===== src/design/rtc_pkg.sv =====
// Constants, offsets and state layout of the real-time clock core
package rtc_pkg;
	// Timing
	localparam int CLK_PERIOD_NS = 10;
	localparam longint SEC_NS = 1000000000;
	localparam int SEC_CYC = int'(SEC_NS / CLK_PERIOD_NS);
	localparam int UIP_NS = 244000;
	localparam int UIP_CYC = UIP_NS / CLK_PERIOD_NS;
	localparam int PER_BASE_NS = 30517;
	localparam logic [11:0] PER_CYC = 12'(PER_BASE_NS / CLK_PERIOD_NS);
	// Bases
	localparam logic [31:0] EC_BASE = 32'h400f2c00;
	localparam logic [31:0] WIN_SIZE = 32'h00000024;
	// Register offsets
	localparam logic [5:0] OFF_SEC = 6'h00;
	localparam logic [5:0] OFF_SEC_M = 6'h01;
	localparam logic [5:0] OFF_MIN = 6'h02;
	localparam logic [5:0] OFF_MIN_M = 6'h03;
	localparam logic [5:0] OFF_HOUR = 6'h04;
	localparam logic [5:0] OFF_HOUR_M = 6'h05;
	localparam logic [5:0] OFF_WDAY = 6'h06;
	localparam logic [5:0] OFF_MDAY = 6'h07;
	localparam logic [5:0] OFF_MON = 6'h08;
	localparam logic [5:0] OFF_YEAR = 6'h09;
	localparam logic [5:0] OFF_RATE = 6'h0a;
	localparam logic [5:0] OFF_FMT = 6'h0b;
	localparam logic [5:0] OFF_FLAGS = 6'h0c;
	localparam logic [5:0] OFF_DATE_M = 6'h0d;
	localparam logic [5:0] OFF_CTRL = 6'h10;
	localparam logic [5:0] OFF_WEEK_M = 6'h14;
	localparam logic [5:0] OFF_DST_F = 6'h18;
	localparam logic [5:0] OFF_DST_B = 6'h1c;
	// Field positions
	localparam int FMT_HALT = 7;
	localparam int FMT_PIE = 6;
	localparam int FMT_AIE = 5;
	localparam int FMT_UIE = 4;
	localparam int FMT_BIN = 2;
	localparam int FMT_H24 = 1;
	localparam int FMT_DSE = 0;
	localparam int CTRL_EN = 0;
	localparam int CTRL_SRST = 1;
	localparam int DST_EN = 31;
	localparam logic [2:0] DIV_RUN = 3'h2;
	localparam logic [1:0] WILD = 2'h3;
	localparam logic [7:0] DATE_VALID = 8'h80;
	// Reset values
	localparam logic [7:0] RST_RATE = 8'h26;
	localparam logic [7:0] RST_FMT = 8'h02;
	// Whole state of the core
	typedef struct packed {
		logic [7:0] sec, sec_m, min, min_m, hour, hour_m, wday, mday, mon, year;
		logic [7:0] rate, fmt, week_m;
		logic [5:0] date_m;
		logic pf, af, uf;
		logic ctrl_en, soft_rst, bwd_done, upd;
		logic [31:0] dst_f, dst_b;
		logic [26:0] presc;
		logic [11:0] per_presc;
		logic [15:0] per_cnt;
		logic [7:0] host_rdata;
		logic host_ack;
		logic [31:0] ec_rdata;
		logic ec_ack, host_irq, ec_irq, wake;
	} rtc_state_s;
endpackage


===== src/design/rtc_core.sv =====
// Real-time clock core with calendar, alarms, periodic events and DST shifts
`timescale 1ns/1ps

module rtc_core #(
	parameter int SEC_CYC = rtc_pkg::SEC_CYC,
	parameter int UIP_CYC = rtc_pkg::UIP_CYC
) (
	// Clock and reset
	input wire logic MCLK,
	input wire logic SRST,
	// Host I/O window
	input wire logic [15:0] HOST_BASE,
	input wire logic [15:0] HOST_ADDR,
	input wire logic HOST_WR,
	input wire logic HOST_RD,
	input wire logic [7:0] HOST_WDATA,
	output logic [7:0] HOST_RDATA,
	output logic HOST_ACK,
	// Controller bus
	input wire logic [31:0] EC_ADDR,
	input wire logic EC_WR,
	input wire logic EC_RD,
	input wire logic [31:0] EC_WDATA,
	output logic [31:0] EC_RDATA,
	output logic EC_ACK,
	// Interrupts
	output logic HOST_IRQ,
	output logic EC_IRQ,
	output logic ALARM_WAKE
);

	// All state lives in one struct; the comb block builds its next value
	rtc_pkg::rtc_state_s st_ff, nxt_st;

	// Hit flag and offset together; addresses below the base wrap high and miss
	function automatic logic [6:0] win_hit(input logic [31:0] addr, input logic [31:0] base);
		logic [31:0] diff;
		diff = addr - base;
		win_hit = {diff < rtc_pkg::WIN_SIZE, diff[5:0]};
	endfunction

	// The calendar always steps in binary and converts at the register boundary
	function automatic logic [7:0] to_bin(input logic [7:0] v, input logic bin);
		to_bin = bin ? v : ({4'h0, v[7:4]} * 8'd10) + {4'h0, v[3:0]};
	endfunction

	function automatic logic [7:0] to_fmt(input logic [7:0] v, input logic bin);
		to_fmt = bin ? v : {4'(v / 8'd10), 4'(v % 8'd10)};
	endfunction

	// Hours register to 0-23 and back, covering 12-hour mode
	function automatic logic [7:0] hour_get(input logic [7:0] v, input logic [7:0] fmt);
		logic [7:0] h;
		h = to_bin({1'b0, v[6:0]}, fmt[rtc_pkg::FMT_BIN]);
		if (fmt[rtc_pkg::FMT_H24]) begin
			hour_get = h;
		end else begin
			hour_get = ((h == 8'd12) ? 8'd0 : h) + (v[7] ? 8'd12 : 8'd0);
		end
	endfunction

	// Back to the stored form; in 12-hour mode bit 7 marks the afternoon
	function automatic logic [7:0] hour_put(input logic [7:0] h, input logic [7:0] fmt);
		logic [7:0] h12;
		logic [7:0] f12;
		h12 = (h % 8'd12 == 8'd0) ? 8'd12 : h % 8'd12;
		f12 = to_fmt(h12, fmt[rtc_pkg::FMT_BIN]);
		if (fmt[rtc_pkg::FMT_H24]) begin
			hour_put = to_fmt(h, fmt[rtc_pkg::FMT_BIN]);
		end else begin
			hour_put = {h >= 8'd12, f12[6:0]};
		end
	endfunction

	// Leap rule covers years divisible by four only, enough for a two-digit year
	function automatic logic [7:0] month_days(input logic [7:0] mon, input logic [7:0] year);
		unique case (mon)
			8'd4, 8'd6, 8'd9, 8'd11: month_days = 8'd30;
			8'd2: month_days = (year[1:0] == 2'h0) ? 8'd29 : 8'd28;
			default: month_days = 8'd31;
		endcase
	endfunction

	// Compared in stored format, so match values must use the current format
	function automatic logic field_match(input logic [7:0] m, input logic [7:0] v);
		field_match = (m[7:6] == rtc_pkg::WILD) || (m == v);
	endfunction

	// Unmapped offsets read zero; nothing is stored behind the old RAM offsets
	function automatic logic [31:0] reg_read(input rtc_pkg::rtc_state_s t, input logic [5:0] off,
			input logic uip);
		reg_read = 32'h0;
		unique case (off)
			rtc_pkg::OFF_SEC: reg_read[7:0] = t.sec;
			rtc_pkg::OFF_SEC_M: reg_read[7:0] = t.sec_m;
			rtc_pkg::OFF_MIN: reg_read[7:0] = t.min;
			rtc_pkg::OFF_MIN_M: reg_read[7:0] = t.min_m;
			rtc_pkg::OFF_HOUR: reg_read[7:0] = t.hour;
			rtc_pkg::OFF_HOUR_M: reg_read[7:0] = t.hour_m;
			rtc_pkg::OFF_WDAY: reg_read[7:0] = t.wday;
			rtc_pkg::OFF_MDAY: reg_read[7:0] = t.mday;
			rtc_pkg::OFF_MON: reg_read[7:0] = t.mon;
			rtc_pkg::OFF_YEAR: reg_read[7:0] = t.year;
			rtc_pkg::OFF_RATE: reg_read[7:0] = {uip, t.rate[6:0]};
			rtc_pkg::OFF_FMT: reg_read[7:0] = t.fmt;
			rtc_pkg::OFF_FLAGS: reg_read[7:0] = {t.host_irq, t.pf, t.af, t.uf, 4'h0};
			rtc_pkg::OFF_DATE_M: reg_read[7:0] = rtc_pkg::DATE_VALID | {2'h0, t.date_m};
			rtc_pkg::OFF_CTRL: reg_read[1:0] = {t.soft_rst, t.ctrl_en};
			rtc_pkg::OFF_WEEK_M: reg_read[7:0] = t.week_m;
			rtc_pkg::OFF_DST_F: reg_read = t.dst_f;
			rtc_pkg::OFF_DST_B: reg_read = t.dst_b;
			default: reg_read = 32'h0;
		endcase
	endfunction

	// Stores raw; callers encode time in the current format
	function automatic rtc_pkg::rtc_state_s reg_write(input rtc_pkg::rtc_state_s t,
			input logic [5:0] off, input logic [31:0] d);
		reg_write = t;
		unique case (off)
			rtc_pkg::OFF_SEC: reg_write.sec = d[7:0];
			rtc_pkg::OFF_SEC_M: reg_write.sec_m = d[7:0];
			rtc_pkg::OFF_MIN: reg_write.min = d[7:0];
			rtc_pkg::OFF_MIN_M: reg_write.min_m = d[7:0];
			rtc_pkg::OFF_HOUR: reg_write.hour = d[7:0];
			rtc_pkg::OFF_HOUR_M: reg_write.hour_m = d[7:0];
			rtc_pkg::OFF_WDAY: reg_write.wday = d[7:0];
			rtc_pkg::OFF_MDAY: reg_write.mday = d[7:0];
			rtc_pkg::OFF_MON: reg_write.mon = d[7:0];
			rtc_pkg::OFF_YEAR: reg_write.year = d[7:0];
			rtc_pkg::OFF_RATE: reg_write.rate = {1'b0, d[6:0]};
			rtc_pkg::OFF_FMT: reg_write.fmt = d[7:0];
			rtc_pkg::OFF_DATE_M: reg_write.date_m = d[5:0];
			rtc_pkg::OFF_CTRL: begin
				reg_write.ctrl_en = d[rtc_pkg::CTRL_EN];
				reg_write.soft_rst = d[rtc_pkg::CTRL_SRST];
			end
			rtc_pkg::OFF_WEEK_M: reg_write.week_m = d[7:0];
			rtc_pkg::OFF_DST_F: reg_write.dst_f = d;
			rtc_pkg::OFF_DST_B: reg_write.dst_b = d;
			default: reg_write = t;
		endcase
	endfunction

	// DST setup word: [7:0] month, [15:8] day, [23:16] hour, all binary
	function automatic logic dst_hit(input logic [31:0] cfg, input logic [7:0] mo,
			input logic [7:0] md, input logic [7:0] h);
		dst_hit = cfg[rtc_pkg::DST_EN] && cfg[7:0] == mo && cfg[15:8] == md && cfg[23:16] == h;
	endfunction

	// Working values of the comb block, each set on every path
	logic [6:0] host_win, ec_win;
	logic [31:0] byte_word;
	logic ec_ctrl_wr, host_ctrl_wr;
	logic host_hit, ec_hit, run, sec_tick, base_tick, uip;
	logic evt_p, evt_a, evt_u, clr_flags, bin;
	logic [7:0] b_sec, b_min, b_hour, b_wday, b_mday, b_mon, b_year;
	logic [15:0] per_len;
	logic [31:0] host_word;
	logic [5:0] host_off;

	always_comb begin
		nxt_st = st_ff;
		nxt_st.host_ack = 1'b0;
		nxt_st.ec_ack = 1'b0;
		nxt_st.upd = 1'b0;
		host_win = win_hit({16'h0, HOST_ADDR}, {16'h0, HOST_BASE});
		ec_win = win_hit(EC_ADDR, rtc_pkg::EC_BASE);
		host_hit = host_win[6];
		ec_hit = ec_win[6];
		host_off = host_win[5:0];
		bin = st_ff.fmt[rtc_pkg::FMT_BIN];
		run = st_ff.ctrl_en && st_ff.rate[6:4] == rtc_pkg::DIV_RUN;
		evt_p = 1'b0;
		evt_a = 1'b0;
		evt_u = 1'b0;
		sec_tick = 1'b0;
		base_tick = 1'b0;
		b_sec = to_bin(st_ff.sec, bin);
		b_min = to_bin(st_ff.min, bin);
		b_hour = hour_get(st_ff.hour, st_ff.fmt);
		b_wday = st_ff.wday;
		b_mday = to_bin(st_ff.mday, bin);
		b_mon = to_bin(st_ff.mon, bin);
		b_year = to_bin(st_ff.year, bin);
		// Periodic divider: one base tick, then 2^(rate-1) of them per event
		per_len = 16'h1 << (st_ff.rate[3:0] - 4'h1);
		uip = run && st_ff.presc >= 27'(SEC_CYC - UIP_CYC);
		// Second prescaler, held in reset while the divider is stopped
		if (!run) begin
			nxt_st.presc = 27'h0;
			nxt_st.per_presc = 12'h0;
			nxt_st.per_cnt = 16'h0;
		end else begin
			sec_tick = st_ff.presc == 27'(SEC_CYC - 1);
			nxt_st.presc = sec_tick ? 27'h0 : st_ff.presc + 27'h1;
			base_tick = st_ff.per_presc == rtc_pkg::PER_CYC - 12'h1;
			nxt_st.per_presc = base_tick ? 12'h0 : st_ff.per_presc + 12'h1;
			if (base_tick && st_ff.rate[3:0] != 4'h0) begin
				if (st_ff.per_cnt + 16'h1 >= per_len) begin
					evt_p = 1'b1;
					nxt_st.per_cnt = 16'h0;
				end else begin
					nxt_st.per_cnt = st_ff.per_cnt + 16'h1;
				end
			end
		end

		// Calendar step; holding the halt bit freezes it for safe setting
		if (sec_tick && !st_ff.fmt[rtc_pkg::FMT_HALT]) begin
			nxt_st.upd = 1'b1;
			b_sec = b_sec + 8'h1;
			if (b_sec >= 8'd60) begin
				b_sec = 8'h0;
				b_min = b_min + 8'h1;
			end
			if (b_min >= 8'd60) begin
				b_min = 8'h0;
				b_hour = b_hour + 8'h1;
			end
			if (b_hour >= 8'd24) begin
				b_hour = 8'h0;
				// Weekday runs 1 to 7 and reads the same in both formats
				b_wday = (b_wday >= 8'd7) ? 8'd1 : b_wday + 8'h1;
				b_mday = b_mday + 8'h1;
				nxt_st.bwd_done = 1'b0;
			end
			if (b_mday > month_days(b_mon, b_year)) begin
				b_mday = 8'd1;
				b_mon = b_mon + 8'h1;
			end
			if (b_mon > 8'd12) begin
				b_mon = 8'd1;
				b_year = (b_year >= 8'd99) ? 8'h0 : b_year + 8'h1;
			end
			// Backward shift is latched once per day so the repeated hour is not shifted again
			if (st_ff.fmt[rtc_pkg::FMT_DSE] && b_min == 8'h0 && b_sec == 8'h0) begin
				if (dst_hit(st_ff.dst_f, b_mon, b_mday, b_hour) && b_hour < 8'd23) begin
					b_hour = b_hour + 8'h1;
				end else if (dst_hit(st_ff.dst_b, b_mon, b_mday, b_hour) && !st_ff.bwd_done
						&& b_hour != 8'h0) begin
					b_hour = b_hour - 8'h1;
					nxt_st.bwd_done = 1'b1;
				end
			end
			nxt_st.sec = to_fmt(b_sec, bin);
			nxt_st.min = to_fmt(b_min, bin);
			nxt_st.hour = hour_put(b_hour, st_ff.fmt);
			nxt_st.wday = b_wday;
			nxt_st.mday = to_fmt(b_mday, bin);
			nxt_st.mon = to_fmt(b_mon, bin);
			nxt_st.year = to_fmt(b_year, bin);
		end

		// Events are judged the cycle after the update, on settled counts
		if (st_ff.upd) begin
			evt_u = 1'b1;
			evt_a = field_match(st_ff.sec_m, st_ff.sec)
				&& field_match(st_ff.min_m, st_ff.min)
				&& field_match(st_ff.hour_m, st_ff.hour)
				&& (st_ff.date_m == 6'h0 || st_ff.date_m == st_ff.mday[5:0])
				&& field_match(st_ff.week_m, st_ff.wday);
		end

		// Host port: byte access; from OFF_CTRL up the lane is picked from the low offset bits
		clr_flags = 1'b0;
		host_word = reg_read(st_ff, {host_off[5:2], 2'h0}, uip);
		byte_word = reg_read(st_ff, host_off, uip);
		if (host_hit && HOST_RD) begin
			nxt_st.host_ack = 1'b1;
			if (host_off < rtc_pkg::OFF_CTRL) begin
				nxt_st.host_rdata = byte_word[7:0];
			end else begin
				nxt_st.host_rdata = host_word[8 * host_off[1:0] +: 8];
			end
			clr_flags = host_off == rtc_pkg::OFF_FLAGS;
		end
		if (host_hit && HOST_WR) begin
			nxt_st.host_ack = 1'b1;
			if (host_off < rtc_pkg::OFF_CTRL) begin
				nxt_st = reg_write(nxt_st, host_off, {24'h0, HOST_WDATA});
			end else begin
				host_word[8 * host_off[1:0] +: 8] = HOST_WDATA;
				nxt_st = reg_write(nxt_st, {host_off[5:2], 2'h0}, host_word);
			end
		end
		// Controller port: word access; it wins any same-cycle conflict
		if (ec_hit && EC_RD) begin
			nxt_st.ec_ack = 1'b1;
			nxt_st.ec_rdata = reg_read(st_ff, ec_win[5:0], uip);
			clr_flags = clr_flags || ec_win[5:0] == rtc_pkg::OFF_FLAGS;
		end
		if (ec_hit && EC_WR) begin
			nxt_st.ec_ack = 1'b1;
			nxt_st = reg_write(nxt_st, ec_win[5:0], EC_WDATA);
		end
		// Read clears the flags; a new event in the same cycle survives
		// HOST_IRQ and EC_IRQ are levels that follow the enabled flags; wake pulses on each alarm, ungated
		nxt_st.pf = (st_ff.pf && !clr_flags) || evt_p;
		nxt_st.af = (st_ff.af && !clr_flags) || evt_a;
		nxt_st.uf = (st_ff.uf && !clr_flags) || evt_u;
		nxt_st.host_irq = (nxt_st.pf && nxt_st.fmt[rtc_pkg::FMT_PIE])
			|| (nxt_st.af && nxt_st.fmt[rtc_pkg::FMT_AIE])
			|| (nxt_st.uf && nxt_st.fmt[rtc_pkg::FMT_UIE]);
		nxt_st.ec_irq = nxt_st.host_irq;
		nxt_st.wake = evt_a;

		// Soft reset holds the rest in reset; only the control word stays writable
		ec_ctrl_wr = ec_hit && EC_WR && ec_win[5:0] == rtc_pkg::OFF_CTRL;
		host_ctrl_wr = host_hit && HOST_WR && host_off == rtc_pkg::OFF_CTRL;
		if (st_ff.soft_rst) begin
			nxt_st = '0;
			nxt_st.rate = rtc_pkg::RST_RATE;
			nxt_st.fmt = rtc_pkg::RST_FMT;
			nxt_st.soft_rst = 1'b1;
			nxt_st.host_ack = host_hit && (HOST_RD || HOST_WR);
			nxt_st.ec_ack = ec_hit && (EC_RD || EC_WR);
			if (ec_ctrl_wr) begin
				nxt_st.soft_rst = EC_WDATA[rtc_pkg::CTRL_SRST];
				nxt_st.ctrl_en = EC_WDATA[rtc_pkg::CTRL_EN];
			end else if (host_ctrl_wr) begin
				nxt_st.soft_rst = HOST_WDATA[rtc_pkg::CTRL_SRST];
				nxt_st.ctrl_en = HOST_WDATA[rtc_pkg::CTRL_EN];
			end
		end
	end

	// Single clock for everything; no low-power gating
	always_ff @(posedge MCLK) begin
		if (SRST) begin
			st_ff <= '0;
			st_ff.rate <= rtc_pkg::RST_RATE;
			st_ff.fmt <= rtc_pkg::RST_FMT;
		end else begin
			st_ff <= nxt_st;
		end
	end

	// No RAM behind unused offsets and no square-wave pin
	assign HOST_RDATA = st_ff.host_rdata;
	assign HOST_ACK = st_ff.host_ack;
	assign EC_RDATA = st_ff.ec_rdata;
	assign EC_ACK = st_ff.ec_ack;
	assign HOST_IRQ = st_ff.host_irq;
	assign EC_IRQ = st_ff.ec_irq;
	assign ALARM_WAKE = st_ff.wake;

endmodule


===== config.mk =====
export PLATFORM = sky130hd
export DESIGN_NAME = rtc_core
export DESIGN_NICKNAME = d
export VERILOG_FILES = /design/src/design/rtc_pkg.sv /design/src/design/rtc_core.sv
export SDC_FILE = /design/constraint.sdc
export NUM_CORES = 1
export LEC_CHECK = 0
export BUFFER_PORTS_ARGS = -buffer_cell sky130_fd_sc_hd__buf_2
export CAP_MARGIN = 0
export CORE_ASPECT_RATIO = 0.9
export CORE_MARGIN = 1.5
export CORE_UTILIZATION = 46
export CTS_CLUSTER_DIAMETER = 120
export DETAILED_ROUTE_END_ITERATION = 16
export SLEW_MARGIN = 20
export SYNTH_ARGS = -nofsm -noshare
export SYNTH_HDL_FRONTEND = slang
export SYNTH_SLANG_ARGS = --single-unit
export TNS_END_PERCENT = 10

===== constraint.sdc =====
create_clock -name MCLK -period 27.9 [get_ports MCLK]
set_input_delay 2.79 -clock MCLK [delete_from_list [all_inputs] [get_ports MCLK]]
set_output_delay 2.79 -clock MCLK [all_outputs]
set_load 0.02 [all_outputs]

==> results of run 1 <==
==> synth_stat cells, drive strengths merged (71+ instances only) <==
cell      n
nor2    484
nand2   400
dfxtp   279
clkbuf  189
buf      80
a211oi  158
xor2     97
a22oi    71
o21ai   147
nand3   123
nor3    115
ha      119
a21oi   310
inv      91
xnor2    94
mux2i   105
==> through the flow <==
step	worst slack, ps	hold WS [ps]
floorplan	14610	432
global placement	13210	459
detailed placement	12750	464
CTS	12630	473
global route	11260	495
finish	12270	477
==> routing by layer <==
layer,wire length [µm],track usage (%)
met2,46500,56.3
met5,27,0
met4,5300,16.5
met1,47600,50.9
met3,11400,8.39
==> worst reg2reg max path, delay by kind of cell (launching register included) <==
kind                       cells  cell delay [ps]
AOI/OAI and AO/OA             20             5700
and+or+nand+nor               17             4380
muxes                          2              990
DFF                            1              630
xor gates and xnor gates       2              450
adders and majority gates      8             2310
buffers and inverters          6             1030
==> worst min path at each step <==
stage	from	to	slack (ps)	cells past startpoint
final	register	register	480	2
after global routing	register	register	490	2
after CTS	register	register	470	2
after detailed placement	register	register	460	2
after global placement	st_ff[61]	st_ff[61]	460	1
after floorplan	register	register	430	2
==> where the power goes <==
group / internal [mW] / total, mW / switching, mW
Sequential: 0.398 / 0.398 / 0.00000930
Combinational: 0.0281 / 0.111 / 0.0824
Clock: 0.301 / 0.504 / 0.203
==> cells by family after synthesis <==
| kind of cell | after synthesis | share of synthesized area, % |
|---|---|---|
| muxes | 136 | 5.90 |
| xor gates and xnor gates | 191 | 6.61 |
| and+or+nand+nor | 1445 | 26.2 |
| buffers and inverters | 360 | 6.04 |
| AOI/OAI and AO/OA | 1018 | 26.8 |
| other | 1 | 0.0146 |
| adders and majority gates | 132 | 6.76 |
| DFF | 279 | 21.7 |
==> layout make-up <==
| class | instances | area [µm²] | share of cell area, % |
|---|---|---|---|
| Timing Repair Buffer | 191 | 1050 | 3.76 |
| Sequential cell | 279 | 5590 | 20.1 |
| Clock inverter | 14 | 171 | 0.615 |
| Antenna cell | 2 | 5.00 | 0.0180 |
| Inverter | 91 | 342 | 1.23 |
| Clock buffer | 53 | 1120 | 4.01 |
| Multi-Input combinational cell | 2923 | 18700 | 66.9 |
| Tap cell | 756 | 946 | 3.39 |
==> cells in the final DEF, fill, tap and decap left out, drive strengths merged, types with 11 or more instances in the layout <==
cell type,netlist,layout
nor2,484,484
nand2,400,400
a21oi,310,310
dfxtp,279,279
buf,80,191
a211oi,158,158
o21ai,147,147
nand3,123,123
ha,119,119
nor3,115,115
mux2i,105,105
xor2,97,97
inv,91,95
xnor2,94,94
a22oi,71,71
and3,66,66
clkbuf,189,53
o211ai,48,48
nor4,35,35
nand4,32,32
a31oi,32,32
nor2b,31,31
nand2b,30,30
a21o,29,29
a221oi,28,28
and2,24,24
o22ai,23,23
mux2,21,21
nand3b,18,18
or2,16,16
o21a,16,16
o31ai,16,16
a22o,15,15
or3,15,15
fa,12,12
nor4b,12,12
and4,11,11
==> impl_metrics.ini, run 1 <==
[clocking]
clock_path_buffers = 3
cts_tree = built
path_clk_slew_ps = 60
htreeDepth = 2
worstSkewPairLatency_ps = 580
numCtsBuffers = 37
cts_resized = 0
cts_sinks = 279
cts_setup_buffers = 0
clockRootBuffer = clkbuf_16
hold_buffers = 0

[synthesis]
avgSynthCellArea_um2 = 7.22
yosys.area.top_type = dfxtp_1
synthesis.nets = 3803
ys.flop_type = dfxtp_1
ys_ff_latch = 279
synth.area.top_cells = dfxtp_1, nor2_1, a21oi_1, nand2_1, ha_1
netlist_instances = 3562
ys_types = 117
seq_area_frac_synth_pct = 21.7
yosysWarnings = 0
synth_top_cell_area_share_pct = 21.7
synth_area_mm2 = 0.0257
synth-async-reset-ratio_pct = 0
synth_edf_count = 0

[drt]
first_pass_iters = 7
wl_per_cell_um = 25.7
drtAntennaViolNets = 0
vias_per_cell = 6.57
num_vias = 28296
drt_wl_total_um = 111000
post-route-drc-count = 0
drt_iter0_drc = 3195

[floorplanning]
floorplan.rows = 82
fp.dieArea_mm2 = 0.0573
io_pins = 155
die_x_um = 252
core-area_mm2 = 0.0555
start_util_pct = 46.3
die_h_um = 227

[timing]
fmax_ghz = 0.0640
period_share_pct = 56.0
tightest_slew_ps = 1120
maxSlewHeadroom_pct = 25.5
fin_skew_ps = 34.6
setup_viol = 0
rsz0062_at_grt = no
finalHoldViolCount = 0
slew_violations = 0
fin_setup_tns_ps = 0
post-route-min-period_ps = 15630

[setup_path]
cp.buffers_inverters = 6
crit_start = st_ff[245]
r2r_setup_slack_ps = 12270
r2r-end = st_ff[243]
r2r_cells = 55
worstPathMaxFanout = 22
start_kind = register
path_common_cell = ha_1
worstPathArrival_ps = 16080
worst-path-stages = 55
crit_family = compound AO/OA/AOI/OAI gates
required_ps = 28350
critPathSlowestCell = a2111oi_2
timing.critical_path.to = st_ff[243]
r2r_start = st_ff[245]
criticalPathCategory = reg2reg
endpoint_kind = register
critical_path.max_stage_delay_ps = 740

[global_routing]
grt_pass1_vias = 25653
grt_pass1_wl_um = 163000
grt_max_degree = 84
grt-ovfl-total = 0
antenna_found_initial = 4
track_usage_pct = 37.3

[power_and_ir_drop]
ir_worst_vdd_uv = 36.8
powerDensity_mw_per_mm2 = 36.3
p_leak_nw = 11.3
total_power_mw = 1.01

[layout]
stdcell_count = 4309
utilization_pct = 50.2
final_area_mm2 = 0.0279
num-nets-final = 3764
drive_gt1_share_pct = 10.2
final.fill_count = 5562
syn2layout_area_growth_pct = 8.38

[hold_path]
min_path_type = reg2reg

[place]
place_inst = 4240
routabilityCongestion = 1.01
hpwl_um = 80800
portBuffers = 154
place_area_mm2 = 0.0266

[flow_run]
maxCapViolCount = 0

[run_status]
status = complete, no violations
Note: power is estimated with default switching activity, not from simulation.
==> run 2: changes to the inputs <==
==> constraint.sdc (replaced) <==
create_clock -name MCLK -period 15.88 [get_ports MCLK]
set_input_delay 1.588 -clock MCLK [delete_from_list [all_inputs] [get_ports MCLK]]
set_output_delay 1.588 -clock MCLK [all_outputs]
set_load 0.02 [all_outputs]
==> run 2 against run 1 <==
  * Clock skew rose by 2.3 ps
  * Fmax rose by 5.5%
  * Sequential cell count did not move
  * Via count barely moved
  * Core utilization fell by 0.17 points
  * Clock-buffer cell count fell by 5
  * Worst setup slack got worse by 11000 ps
  * Total power rose by 72%
  * First-iteration DRC count rose by 5.3%
  * Hold slack got worse by 3.5 ps
  * Routed wire length fell by 1.9%
  * Critical path depth did not move
==> impl_metrics.ini, run 2 (synthesis gave the netlist of run 1 again) <==
[power_and_ir_drop]
p_leak_nw = 11.2
power_frac_seq_pct = 40.2
total_power_mw = 1.74
pwr-share-clk_pct = 48.6
netSwitchingPower_mw = 0.496
powerDensity_mw_per_mm2 = 62.6
ir_worst_vdd_uv = 51.3
switching_share_pct = 28.5
p_int_mw = 1.24
pwr-share-comb_pct = 11.2

[timing]
slew_violations = 0
setup_viol = 0
fin_hold_ws_ps = 473
rsz0062_at_grt = no
tightest_slew_ps = 1130
post-route-min-period_ps = 14810
period_share_pct = 93.3
fin_skew_ps = 36.9
fmax_ghz = 0.0675
finalHoldViolCount = 0
fin_setup_tns_ps = 0
maxSlewHeadroom_pct = 24.7

[floorplanning]
start_util_pct = 46.3
io_pins = 155
fp.dieArea_mm2 = 0.0573
core-area_mm2 = 0.0555
die_x_um = 252
die_h_um = 227
floorplan.rows = 82

[place]
place_inst = 4239
place_area_mm2 = 0.0266
portBuffers = 154
routabilityCongestion = 1.08
hpwl_um = 78800

[global_routing]
grt_max_degree = 87
grt_pass1_wl_um = 161000
grt-ovfl-total = 0
track_usage_pct = 36.7
antenna_found_initial = 3
grt_pass1_vias = 25863

[layout]
syn2layout_area_growth_pct = 8.01
final_cell_mix = nor2_1, nand2_1, a21oi_1
stdcell_count = 4304
num-nets-final = 3761
final_area_mm2 = 0.0278
drive_gt1_share_pct = 10.0
final_common_cell = nor2_1

[clocking]
cts_setup_buffers = 0
path_clk_slew_ps = 60
clock_path_buffers = 3
clockRootBuffer = clkbuf_16
cts_tree = built
numCtsBuffers = 35
cts_sinks = 279
worstSkewPairLatency_ps = 580
htreeDepth = 2

[drt]
drt_wl_total_um = 109000
first_pass_iters = 6
num_vias = 28303
vias_per_cell = 6.58
post-route-drc-count = 0
wl_per_cell_um = 25.2
drt_iter0_drc = 3365
drtAntennaViolNets = 0

[setup_path]
critPathSlowestCell = a2111oi_2
critical_path.max_stage_delay_ps = 730
crit_family = compound AO/OA/AOI/OAI gates
worstPathMaxFanout = 22
worst-path-stages = 55
required_ps = 16320
worstPathArrival_ps = 15250
criticalPathCategory = reg2reg
cp.buffers_inverters = 6
r2r_cells = 55
endpoint_kind = register
path_common_cell = ha_1
start_kind = register

[flow_run]
maxCapViolCount = 0

[hold_path]
holdPathStages = 1
min_path_type = reg2reg

[run_status]
status = complete, no violations
-- run 2: final cells by class --
type,instances,area [µm²]
tap,756,946
timing repair buffer,190,1040
fill,5548,27700
inverter,91,342
clock buffer,48,996
clock inverter,16,188
sequential,279,5590
antenna,1,2.50
multi-input combinational,2923,18700
-- run 2: layer usage --
layer / global-route usage, % / vias up / part of all wire (%)
li1: - / 12900 / -
met1: 50.0 / 13379 / 42
met2: 54.6 / 1697 / 41
met3: 8.92 / 325 / 12
met4: 16.6 / 2 / 4.9
met5: 0 / - / 0.013
-- run 2: final timing paths --
kind,from,end,slack [ps]
min reg2reg,st_ff[61],st_ff[61],470
max,st_ff[245],st_ff[243],1070
min,st_ff[61],st_ff[61],470
max reg2reg,st_ff[245],st_ff[243],1070
-- run 2: power groups by stage --
stage	combinational, mW	clock, mW	sequential, mW
3_5_place_dp	0.184	0	0.715
3_3_place_gp	0.183	0	0.715
6_report	0.194	0.844	0.700
4_1_cts	0.185	0.848	0.700
5_1_grt	0.201	0.879	0.699
2_1_floorplan	0.103	0	0.715
-- run 2: stage by stage --
step	setup WS (ps)	utilization, %
global route	202	50.0
global placement	1420	47.9
floorplan	2590	-
CTS	876	50.0
finish	1070	50.0
detailed placement	969	47.9
-- run 2: what timing repair did --
| item | in CTS | in global routing |
|---|---|---|
| hold endpoints to repair | 0 | 0 |
| resized for setup | 0 | 3 |
| hold buffers | 0 | 0 |
| endpoints found under the setup margin | 0 | 4 |
